## config.mk

```make
export PLATFORM = sky130hd
export DESIGN_NAME = mlps_top
export DESIGN_NICKNAME = d
export VERILOG_FILES = /design/src/rtl/mlps_pkg.sv /design/src/rtl/mlps_tick_if.sv /design/src/rtl/mlps_tick_gen.sv /design/src/rtl/mlps_top.sv
export VERILOG_INCLUDE_DIRS = /design/src /design/src/rtl
export SDC_FILE = /design/constraint.sdc
export NUM_CORES = 1
export LEC_CHECK = 0
export ABC_AREA = 1
export BUFFER_PORTS_ARGS = -buffer_cell sky130_fd_sc_hd__buf_2
export CELL_PAD_IN_SITES_DETAIL_PLACEMENT = 1
export CELL_PAD_IN_SITES_GLOBAL_PLACEMENT = 1
export CORE_MARGIN = 10
export CORE_UTILIZATION = 49
export CTS_CLUSTER_SIZE = 10
export DETAILED_ROUTE_END_ITERATION = 8
export PLACE_DENSITY = 0.95
export SLEW_MARGIN = 20
export SYNTH_ARGS = -nofsm -noshare
export SYNTH_HDL_FRONTEND = slang
export SYNTH_SLANG_ARGS = --single-unit
```

## constraint.sdc

```tcl
create_clock -name hclk -period 9.6 [get_ports hclk]
set_input_delay 0.96 -clock hclk [delete_from_list [all_inputs] [get_ports hclk]]
set_output_delay 0.96 -clock hclk [all_outputs]
set_load 0.05 [all_outputs]
```

## src/rtl/mlps_map.svh

```systemverilog
`ifndef MLPS_MAP_SVH
`define MLPS_MAP_SVH

// register byte offsets
`define MLPS_OFS_CTRL 8'h00
`define MLPS_OFS_STATUS 8'h04
`define MLPS_OFS_TIMER 8'h08

// ctrl fields
`define MLPS_CTRL_DRIVE_EN 0
`define MLPS_CTRL_DETECT_EN 1
`define MLPS_CTRL_RESET 2'h3

// status fields
`define MLPS_ST_LOCK 0
`define MLPS_ST_THERM 1
`define MLPS_ST_SPEED_LOW 2
`define MLPS_ST_CAUSE_LSB 4

// timing
`define MLPS_CLK_MHZ 20
`define MLPS_TICK_US 1000
`define MLPS_TICK_CYCLES (`MLPS_TICK_US * `MLPS_CLK_MHZ)
`define MLPS_LOCK_DETECT_MS 13'd500
`define MLPS_RETRY_MS 13'd5000

// speed command threshold, per mille of pwm period
`define MLPS_SPEED_PERMIL 26'd30
`define MLPS_PERMIL_FULL 26'd1000
`define MLPS_PWM_CNT_MAX 16'hFFFF

`endif

```

## src/rtl/mlps_pkg.sv

```systemverilog
package mlps_pkg;

  typedef enum logic [1:0] {
    MLPS_ST_RUN  = 2'b01,
    MLPS_ST_LOCK = 2'b10
  } mlps_state_t;

  typedef enum logic [3:0] {
    MLPS_CAUSE_NONE    = 4'h0,
    MLPS_CAUSE_STANDBY = 4'h1,
    MLPS_CAUSE_SUPPLY_LOW_LOCKOUT    = 4'h2,
    MLPS_CAUSE_RETRY   = 4'h3,
    MLPS_CAUSE_HALL    = 4'h4,
    MLPS_CAUSE_SPEED   = 4'h5,
    MLPS_CAUSE_DIR     = 4'h6,
    MLPS_CAUSE_BRAKE   = 4'h7
  } mlps_cause_t;

endpackage

```

## src/rtl/mlps_tick_if.sv

```systemverilog
`timescale 1ns/10ps
`default_nettype none
interface mlps_tick_if;
  logic tick;
  logic run;
  modport src (output tick, input run);
  modport snk (input tick, output run);
endinterface
`default_nettype wire

```

## src/rtl/mlps_tick_gen.sv

```systemverilog
`timescale 1ns/10ps
`default_nettype none
`include "mlps_map.svh"
module mlps_tick_gen
  import mlps_pkg::*;
#(
  parameter int unsigned TICK_CYCLES = `MLPS_TICK_CYCLES
) (
  // clock and reset
  input wire logic hclk,
  input wire logic hresetn,
  // tick carrier
  mlps_tick_if.src tb
);

  logic [15:0] cnt_r;
  logic tick_r;
  wire logic wrap = (cnt_r == 16'(TICK_CYCLES - 1));

  // the divider restarts when stopped so each run starts with a full period
  always_ff @(posedge hclk or negedge hresetn) begin
    if (!hresetn) begin
      cnt_r <= 16'h0000;
      tick_r <= 1'b0;
    end else begin
      cnt_r <= (!tb.run || wrap) ? 16'h0000 : cnt_r + 16'h0001;
      tick_r <= tb.run && wrap;
    end
  end

  assign tb.tick = tick_r;

endmodule
`default_nettype wire

```

## src/rtl/mlps_top.sv

```systemverilog
// Local design decisions: the AHB-Lite interface to the registers and the address map.
`timescale 1ns/10ps
`default_nettype none
`include "mlps_map.svh"
module mlps_top
  import mlps_pkg::*;
#(
  parameter int unsigned TICK_CYCLES = `MLPS_TICK_CYCLES
) (
  // clock and reset
  input wire logic hclk,
  input wire logic hresetn,
  // ahb-lite slave
  input wire logic hsel,
  input wire logic [31:0] haddr,
  input wire logic [1:0] htrans,
  input wire logic hwrite,
  input wire logic [2:0] hsize,
  input wire logic [31:0] hwdata,
  input wire logic hready,
  output logic hreadyout,
  output logic hresp,
  output logic [31:0] hrdata,
  // motor sense and control pins
  input wire logic hall_diff_input,
  input wire logic restart_disable_pin,
  input wire logic standby_request,
  input wire logic supply_low_lockout,
  input wire logic speed_mode_pwm,
  input wire logic speed_command_input,
  input wire logic speed_below_linear,
  input wire logic direction_select,
  input wire logic brake_request,
  input wire logic temp_above_trip,
  input wire logic temp_below_release,
  // drive from the waveform generator
  input wire logic [2:0] drive_hi,
  input wire logic [2:0] drive_lo,
  // bridge gates and flags
  output logic [2:0] gate_hi,
  output logic [2:0] gate_lo,
  output logic lock_active
);

  ////////////////////////////////////////////////////////////////////////////
  // time base

  mlps_tick_if tb ();

  mlps_tick_gen #(
    .TICK_CYCLES(TICK_CYCLES)
  ) u_tick (
    .hclk(hclk),
    .hresetn(hresetn),
    .tb(tb)
  );

  assign tb.run = 1'b1;

  function automatic logic [12:0] sat_inc(input logic [12:0] v, input logic [12:0] lim);
    sat_inc = (v >= lim) ? lim : v + 13'd1;
  endfunction

  ////////////////////////////////////////////////////////////////////////////
  // ahb-lite slave

  logic [1:0] ctrl_r;
  logic wr_pend_r;
  logic rd_pend_r;
  logic [7:0] addr_r;
  logic hreadyout_r;
  logic [31:0] hrdata_r;
  logic [31:0] status_w;
  logic [12:0] retry_cnt_r;
  logic [31:0] rd_mux;

  wire logic bus_take = hsel && hready && htrans[1];
  wire logic sel_ctrl = (addr_r == `MLPS_OFS_CTRL);
  wire logic sel_status = (addr_r == `MLPS_OFS_STATUS);
  wire logic sel_timer = (addr_r == `MLPS_OFS_TIMER);

  assign rd_mux = sel_ctrl ? {30'h00000000, ctrl_r} :
                  sel_status ? status_w :
                  sel_timer ? {19'h00000, retry_cnt_r} : 32'h00000000;

  // reads take one wait state so a read right after a write sees the new value
  always_ff @(posedge hclk or negedge hresetn) begin
    if (!hresetn) begin
      wr_pend_r <= 1'b0;
      rd_pend_r <= 1'b0;
      addr_r <= 8'h00;
      hreadyout_r <= 1'b1;
      hrdata_r <= 32'h00000000;
    end else begin
      wr_pend_r <= bus_take && hwrite;
      rd_pend_r <= bus_take && !hwrite;
      if (bus_take) begin
        addr_r <= {haddr[7:2], 2'b00};
      end
      hreadyout_r <= !(bus_take && !hwrite);
      if (rd_pend_r) begin
        hrdata_r <= rd_mux;
      end
    end
  end

  always_ff @(posedge hclk or negedge hresetn) begin
    if (!hresetn) begin
      ctrl_r <= `MLPS_CTRL_RESET;
    end else if (wr_pend_r && sel_ctrl) begin
      ctrl_r <= hwdata[1:0];
    end
  end

  assign hreadyout = hreadyout_r;
  assign hresp = 1'b0;
  assign hrdata = hrdata_r;

  wire logic drive_en = ctrl_r[`MLPS_CTRL_DRIVE_EN];
  wire logic detect_en = ctrl_r[`MLPS_CTRL_DETECT_EN];

  ////////////////////////////////////////////////////////////////////////////
  // input edge detection

  logic hall_q_r;
  logic dir_q_r;
  logic spd_q_r;

  always_ff @(posedge hclk or negedge hresetn) begin
    if (!hresetn) begin
      hall_q_r <= 1'b0;
      dir_q_r <= 1'b0;
      spd_q_r <= 1'b0;
    end else begin
      hall_q_r <= hall_diff_input;
      dir_q_r <= direction_select;
      spd_q_r <= speed_command_input;
    end
  end

  wire logic hall_fall = hall_q_r && !hall_diff_input;
  wire logic dir_change = (dir_q_r != direction_select);
  wire logic spd_rise = !spd_q_r && speed_command_input;

  ////////////////////////////////////////////////////////////////////////////
  // speed command duty measurement

  logic [15:0] per_cnt_r;
  logic [15:0] high_cnt_r;
  logic pwm_low_r;
  logic [25:0] high_scaled;
  logic [25:0] per_scaled;

  assign high_scaled = 26'(high_cnt_r) * `MLPS_PERMIL_FULL;
  assign per_scaled = 26'(per_cnt_r) * `MLPS_SPEED_PERMIL;

  wire logic per_full = (per_cnt_r == `MLPS_PWM_CNT_MAX);

  // a pin stuck low never shows a rising edge, so the saturated period
  // counter stands in as a zero duty reading
  always_ff @(posedge hclk or negedge hresetn) begin
    if (!hresetn) begin
      per_cnt_r <= 16'h0000;
      high_cnt_r <= 16'h0000;
      pwm_low_r <= 1'b0;
    end else if (spd_rise) begin
      pwm_low_r <= (high_scaled < per_scaled);
      per_cnt_r <= 16'h0001;
      high_cnt_r <= 16'h0001;
    end else begin
      if (!per_full) begin
        per_cnt_r <= per_cnt_r + 16'h0001;
      end
      if (speed_command_input && !per_full) begin
        high_cnt_r <= high_cnt_r + 16'h0001;
      end
      if (per_full) begin
        pwm_low_r <= !speed_command_input;
      end
    end
  end

  wire logic speed_low = speed_mode_pwm ? pwm_low_r : speed_below_linear;

  ////////////////////////////////////////////////////////////////////////////
  // lock protection state machine

  mlps_state_t state_r;
  mlps_state_t state_nxt;
  mlps_cause_t cause_r;
  mlps_cause_t cause_nxt;
  logic [12:0] hall_ms_r;
  logic lock_active_r;

  wire logic hard_release = standby_request || supply_low_lockout;
  wire logic soft_ok = !restart_disable_pin;
  wire logic retry_due = (retry_cnt_r >= `MLPS_RETRY_MS);
  wire logic interval_due = (hall_ms_r >= `MLPS_LOCK_DETECT_MS);
  wire logic engage = detect_en && drive_en && !hard_release && interval_due;

  always_comb begin
    state_nxt = state_r;
    cause_nxt = cause_r;
    unique case (state_r)
      MLPS_ST_RUN: begin
        if (engage) begin
          state_nxt = MLPS_ST_LOCK;
        end
      end
      MLPS_ST_LOCK: begin
        if (standby_request) begin
          state_nxt = MLPS_ST_RUN;
          cause_nxt = MLPS_CAUSE_STANDBY;
        end else if (supply_low_lockout) begin
          state_nxt = MLPS_ST_RUN;
          cause_nxt = MLPS_CAUSE_SUPPLY_LOW_LOCKOUT;
        end else if (soft_ok && retry_due) begin
          state_nxt = MLPS_ST_RUN;
          cause_nxt = MLPS_CAUSE_RETRY;
        end else if (soft_ok && hall_fall) begin
          state_nxt = MLPS_ST_RUN;
          cause_nxt = MLPS_CAUSE_HALL;
        end else if (soft_ok && speed_low) begin
          state_nxt = MLPS_ST_RUN;
          cause_nxt = MLPS_CAUSE_SPEED;
        end else if (soft_ok && dir_change) begin
          state_nxt = MLPS_ST_RUN;
          cause_nxt = MLPS_CAUSE_DIR;
        end else if (soft_ok && brake_request) begin
          state_nxt = MLPS_ST_RUN;
          cause_nxt = MLPS_CAUSE_BRAKE;
        end
      end
    endcase
  end

  wire logic releasing = (state_r == MLPS_ST_LOCK) && (state_nxt == MLPS_ST_RUN);
  wire logic locked = (state_r == MLPS_ST_LOCK);

  always_ff @(posedge hclk or negedge hresetn) begin
    if (!hresetn) begin
      state_r <= MLPS_ST_RUN;
      cause_r <= MLPS_CAUSE_NONE;
    end else begin
      state_r <= state_nxt;
      cause_r <= cause_nxt;
    end
  end

  // the interval restarts on every release so the motor gets a full
  // detection window to spin up again
  always_ff @(posedge hclk or negedge hresetn) begin
    if (!hresetn) begin
      hall_ms_r <= 13'd0;
    end else if (hall_fall || locked || hard_release || !drive_en) begin
      hall_ms_r <= 13'd0;
    end else if (tb.tick) begin
      hall_ms_r <= sat_inc(hall_ms_r, `MLPS_LOCK_DETECT_MS);
    end
  end

  always_ff @(posedge hclk or negedge hresetn) begin
    if (!hresetn) begin
      retry_cnt_r <= 13'd0;
    end else if (!locked || releasing) begin
      retry_cnt_r <= 13'd0;
    end else if (tb.tick) begin
      retry_cnt_r <= sat_inc(retry_cnt_r, `MLPS_RETRY_MS);
    end
  end

  ////////////////////////////////////////////////////////////////////////////
  // thermal shutdown latch

  logic therm_off_r;

  // trip wins over release if the two indications ever overlap
  always_ff @(posedge hclk or negedge hresetn) begin
    if (!hresetn) begin
      therm_off_r <= 1'b0;
    end else if (temp_above_trip) begin
      therm_off_r <= 1'b1;
    end else if (temp_below_release) begin
      therm_off_r <= 1'b0;
    end
  end

  ////////////////////////////////////////////////////////////////////////////
  // bridge output override

  logic [2:0] gate_hi_r;
  logic [2:0] gate_lo_r;

  always_ff @(posedge hclk or negedge hresetn) begin
    if (!hresetn) begin
      gate_hi_r <= 3'h0;
      gate_lo_r <= 3'h0;
      lock_active_r <= 1'b0;
    end else begin
      lock_active_r <= (state_nxt == MLPS_ST_LOCK);
      if (therm_off_r || temp_above_trip || !drive_en) begin
        gate_hi_r <= 3'h0;
        gate_lo_r <= 3'h0;
      end else if (state_nxt == MLPS_ST_LOCK) begin
        gate_hi_r <= 3'h0;
        gate_lo_r <= 3'h7;
      end else begin
        gate_hi_r <= drive_hi;
        gate_lo_r <= drive_lo & ~drive_hi;
      end
    end
  end

  assign gate_hi = gate_hi_r;
  assign gate_lo = gate_lo_r;
  assign lock_active = lock_active_r;

  assign status_w = {24'h000000, cause_r, 1'b0, speed_low, therm_off_r, locked};

endmodule
`default_nettype wire

```

* Word level (Yosys, flattened, before mapping)
Index checks and enable logic that the tools add are counted.
Word-level totals: bits in registers 136, input port bits 91, output and inout port bits 41, word-level logic and storage cells 125
Cells by class: add/sub/neg operators 5, $mul 2, order comparisons 3, equal/unequal tests 10, mux-type cells 39, bitwise logic cells 2, reductions and logical operators 42
Operators by type and width (number):
- 2-to-1 mux 13 bit | 9
- 2-to-1 mux 16 bit | 5
- adder 16 x 1 -> 16 bit, second input constant | 3
- 2-to-1 mux 4 bit | 7
- adder 13 x 1 -> 13 bit, second input constant | 2
- less-than comparator 26 x 21 -> 1 bit | 1
- multiplier 16 x 7 -> 23 bit, second input constant | 1
- multiplier 16 x 4 -> 20 bit, second input constant | 1
- logical AND 1 bit | 17
- == test 16 x 15 -> 1 bit, second input constant | 1
- == test 16 bit, second input constant | 1
- 2-to-1 mux 2 bit | 8
- greater-or-equal comparator 13 bit, second input constant | 1
- greater-or-equal comparator 13 x 9 -> 1 bit, second input constant | 1
- 2-to-1 mux 3 bit | 4
- zero test 1 bit | 10
- nonzero test 2 bit | 5
- zero test 8 bit | 1
- logical OR 1 bit | 7
- nonzero test 7 bit | 1
- == test 6 x 1 -> 1 bit, second input constant | 1
- == test 6 x 2 -> 1 bit, second input constant | 1
- 2-to-1 mux 1 bit | 5
- == test 2 x 1 -> 1 bit, second input constant | 2
- 7 further kinds | 8

* Longest topological paths before layout
word-level depth 14, gate-level depth with buffers 28

* Modules after synthesis
Synthesis repeated with hierarchy kept, for this count alone.
Second synthesis, totals: cell total of the unflattened synthesis 1267, area total of the unflattened synthesis 10571.4 um^2
Modules (own cells, without submodules):
- mlps_top | times used 1, cells an instance 1145, area each 9605.5 um^2, seq. area each 2482.4 um^2
- mlps_tick_gen | times used 1, cells an instance 122, area each 965.9 um^2, seq. area each 425.4 um^2

* Worst setup path before layout
OpenSTA, ideal clock, no wires.
path kind register to register, from register high_cnt_r[7], to register pwm_low_r, data arrival time 4.604 ns, data required time 9.523 ns, setup slack 4.919 ns, cell stages (with the launch flop) 28, cells stage by stage dfrtp_1 > inv_1 > fa_1 > fa_1 > inv_1 > fa_1 > inv_1 > fa_1 > inv_1 > ha_1 > nand2_1 > inv_1 > a21oi_1 > nand2_1 > a21oi_1 > xnor2_1 > ha_1 > nand2_1 > inv_1 > nand3_1 > inv_1 > a21oi_1 > nand2_1 > nand2_1 > nand2_1 > nand2_1 > nand3_1 > a21oi_1
On the way: longest elaborated chain between the ends 3
Ends and longest elaborated chain:
- start, declared | line mlps_top.sv:149 | logic [15:0] high_cnt_r;
- start signal, assigned | line mlps_top.sv:175 | high_cnt_r <= high_cnt_r + 16'h0001;
- multiplier 16 x 7 -> 23 bit (no line)
- less-than comparator 26 x 21 -> 1 bit | line mlps_top.sv:167 | pwm_low_r <= (high_scaled < per_scaled);
- 2-to-1 mux 1 bit | line mlps_top.sv:166 | end else if (spd_rise) begin
- end signal, assigned | line mlps_top.sv:167
- end signal, assigned | line mlps_top.sv:178 | pwm_low_r <= !speed_command_input;
- end, declared | line mlps_top.sv:150 | logic pwm_low_r;
Every way passes these cells. A chain may end at the register's enable or synchronous reset.

* Worst setup path in the final report
from register high_cnt_r[3], to register pwm_low_r
The elaborated chain is that of the path after synthesis.

==> impl_metrics.py <==
metrics = {
    "cts": {
        "cts-root-buf": "clkbuf_16",
        "clkLatencyLatePin_ns": 0.43,
        "post_cts_buffers": 0,
        "tritoncts": "done",
        "htree_levels": 4,
        "ctsHoldBuffers": 0,
        "ctsLongestPathBuffers": 2,
        "ctsResizeCount": 0,
        "clkSinkCount": 116,
        "cts_buffers": 17,
        "clkTransAtPathRegs_ns": 0.06,
    },
    "timing": {
        "fin_crit_ns": 5.55,
        "hold_violations": 0,
        "fmax_ghz": 0.180,
        "tightest_slew_ns": 0.828,
        "finalCritPeriodShare_pct": 57.8,
        "grt_setup_unrepaired": "false",
        "hold_ws_ns": 0.483,
        "final-setup-viol-count": 0,
        "slew_headroom_pct": 44.8,
        "setup_tns_ns": 0,
        "slew_violations": 0,
        "skew_ns": 0.0147,
    },
    "logic_synthesis": {
        "synth_cell_types": 55,
        "ys_ff_latch": 116,
        "yosysWarnings": 0,
        "synthArstFlopShare_pct": 100,
        "ys_seq_area_share_pct": 27.7,
        "syn_area_um2": 10500,
        "syn_inst": 1226,
        "synth_top_cells_by_area": "dfrtp_1 27%, fa_1 16%, ha_1 13%",
        "yosysTopAreaCellShare_pct": 26.7,
        "synth_top_area_cell": "dfrtp_1",
        "syn_area_per_cell_um2": 8.56,
        "synth_edf_count": 0,
        "synthFlopType": "dfrtp_1",
    },
    "power": {
        "power_density_nw_per_um2": 234,
        "leakage_uw": 0.00595,
        "vdd_drop_max_mv": 0.153,
    },
    "finish": {
        "drive_above_1_share_pct": 11.2,
        "fin_area_um2": 11600,
        "final_cell_mix": "220 x inv_1, 202 x nand2_1, 113 x ha_1, 112 x dfrtp_1, 92 x a21oi_1",
        "layout.cells.most_common": "inv_1",
        "area_growth_pct": 10.6,
        "nets": 1579,
        "stdcell_count": 1583,
    },
    "place": {
        "gp_congestion": 0.877,
        "dp.cells": 1549,
        "dp_hpwl_um": 23100,
        "placed_cell_area_um2": 11000,
        "portBuffers": 51,
    },
    "grt": {
        "grt_max_degree": 65,
        "grt_antenna_before_repair": 3,
        "grt_pass1_vias": 10600,
        "grt_use_total_pct": 25.5,
        "grt_overflow": 0,
        "grt_first_pass_wirelength_um": 57400,
    },
    "critical_path": {
        "r2r-end": "pwm_low_r",
        "startpoint_type": "register",
        "startpoint": "high_cnt_r[3]",
        "slowest_stage": "fa_1",
        "timing.critical_path.mode_cell": "nand2_1",
        "path_class": "reg2reg",
        "crit_path_end_kind": "register",
        "cp_slowest_stage_delay_ns": 0.67,
        "crit_arrival_ns": 5.91,
        "rrSetupSlack_ns": 4.05,
        "r2r_cells": 25,
        "worst-path-max-fanout": 5,
        "required_ns": 9.96,
        "worstReg2RegStart": "high_cnt_r[3]",
    },
    "die": {
        "die_w_um": 166,
        "coreArea_um2": 21000,
        "start_util_pct": 49.9,
        "design.die.area_um2": 27700,
        "dieHeight_um": 166,
        "ios": 132,
        "placementRows": 53,
    },
    "min_path": {
        "worst_hold_path_type": "reg2reg",
        "hold_path_end": "hrdata[2]",
        "hp-start": "hrdata[2]",
        "holdPathStages": 2,
    },
    "routing": {
        "drt-initial-drc-count": 635,
        "wirelength_um": 35000,
        "vias": 9209,
        "ant_nets": 0,
        "firstDrtPassIters": 5,
        "wire_per_inst_um": 22.1,
        "drcViolationCount": 0,
        "via_per_inst": 5.82,
    },
    "run_status": {
        "status": "finished, final reports clean",
    },
    "run": {
        "drv_cap": 0,
    },
}
## worst max-delay path: cells and delay by family, from the launching register on
family                     cells  cell delay, ns
adders and majority gates      6            2.95
and+or+nand+nor               10            1.07
DFF                            1            0.46
buffers and inverters          5            0.43
AOI/OAI and AO/OA              3            0.40
xor gates and xnor gates       1            0.16
## cells in the mapped netlist (3+ instances only)
library cell,n
mux2_2,7
o211ai_1,3
a21oi_1,92
o21a_1,3
fa_1,82
nand2_1,202
xor2_1,27
nor2_4,3
o22ai_1,8
dfrtp_1,112
xnor2_1,16
nor2_1,75
inv_2,7
nor3_1,21
nand3_2,5
nand2_2,6
o21ai_0,69
o21ai_2,3
clkbuf_1,3
dfstp_2,4
ha_1,113
nor3_2,4
buf_4,21
nand3_1,51
inv_1,220
o31ai_1,5
nand4_1,13
a31oi_1,6
nor4_1,8
nor2_2,6
## worst max path at each step
stage | cells past startpoint | slack [ns] | endpoint
2_1_floorplan | 27 | 4.92 | pwm_low_r
3_3_place_gp | 27 | 4.40 | pwm_low_r
3_5_place_dp | 27 | 4.25 | pwm_low_r
4_1_cts | 25 | 4.13 | pwm_low_r
5_1_grt | 25 | 3.81 | pwm_low_r
6_report | 25 | 4.05 | pwm_low_r
## cells by family (layout without fill, tap and decap cells)
group	after synthesis	count (layout)	synth area share, %
simple gates	409	409	18.3
buf+inv	253	314	9.82
compound gates	202	202	10.7
fa+ha+maj	195	195	29.1
flops	116	116	27.7
xor+xnor	43	43	3.59
mux	7	7	0.751
other cells	1	22	0.0357
## state kept, by name, indices dropped and copies added, names as in the netlist, 6 cells and up
signal        flops
high_cnt_r       16
per_cnt_r        16
u_tick.cnt_r     16
hall_ms_r        13
hrdata           13
retry_cnt_r      13
addr_r            6
## area by class of cell
class	count	area [um2]
multi-input combinational	876	6630
sequential	116	2910
antenna	2	5.00
fill	2529	9410
clock buffer	18	439
tap	275	344
timing repair buffer	53	273
inverter	229	862
clock inverter	14	153
## where the power goes
| part | leakage, uW | internal, uW | switching, uW | total [uW] |
|---|---|---|---|---|
| clock | 0.000279 | 391 | 268 | 659 |
| combinational | 0.00413 | 550 | 946 | 1500 |
| sequential | 0.00155 | 516 | 45.8 | 562 |
## layer usage
metal / wire length (um) / track usage [%] / up-vias
met1: 12800 / 26.6 / 4619
li1: - / - / 4051
met5: 8 / 0 / -
met3: 1680 / 4.95 / 164
met2: 18200 / 45.3 / 373
met4: 2290 / 17.9 / 2
## metrics by stage
stage	util (%)	setup slack, ns	power, uW
floorplan	-	4.92	1510
global placement	52.4	4.40	1730
detailed placement	52.4	4.25	1880
CTS	55.2	4.13	2670
global route	55.3	3.81	2900
finish	55.3	4.05	2720
(Power assumes the default switching activity.)
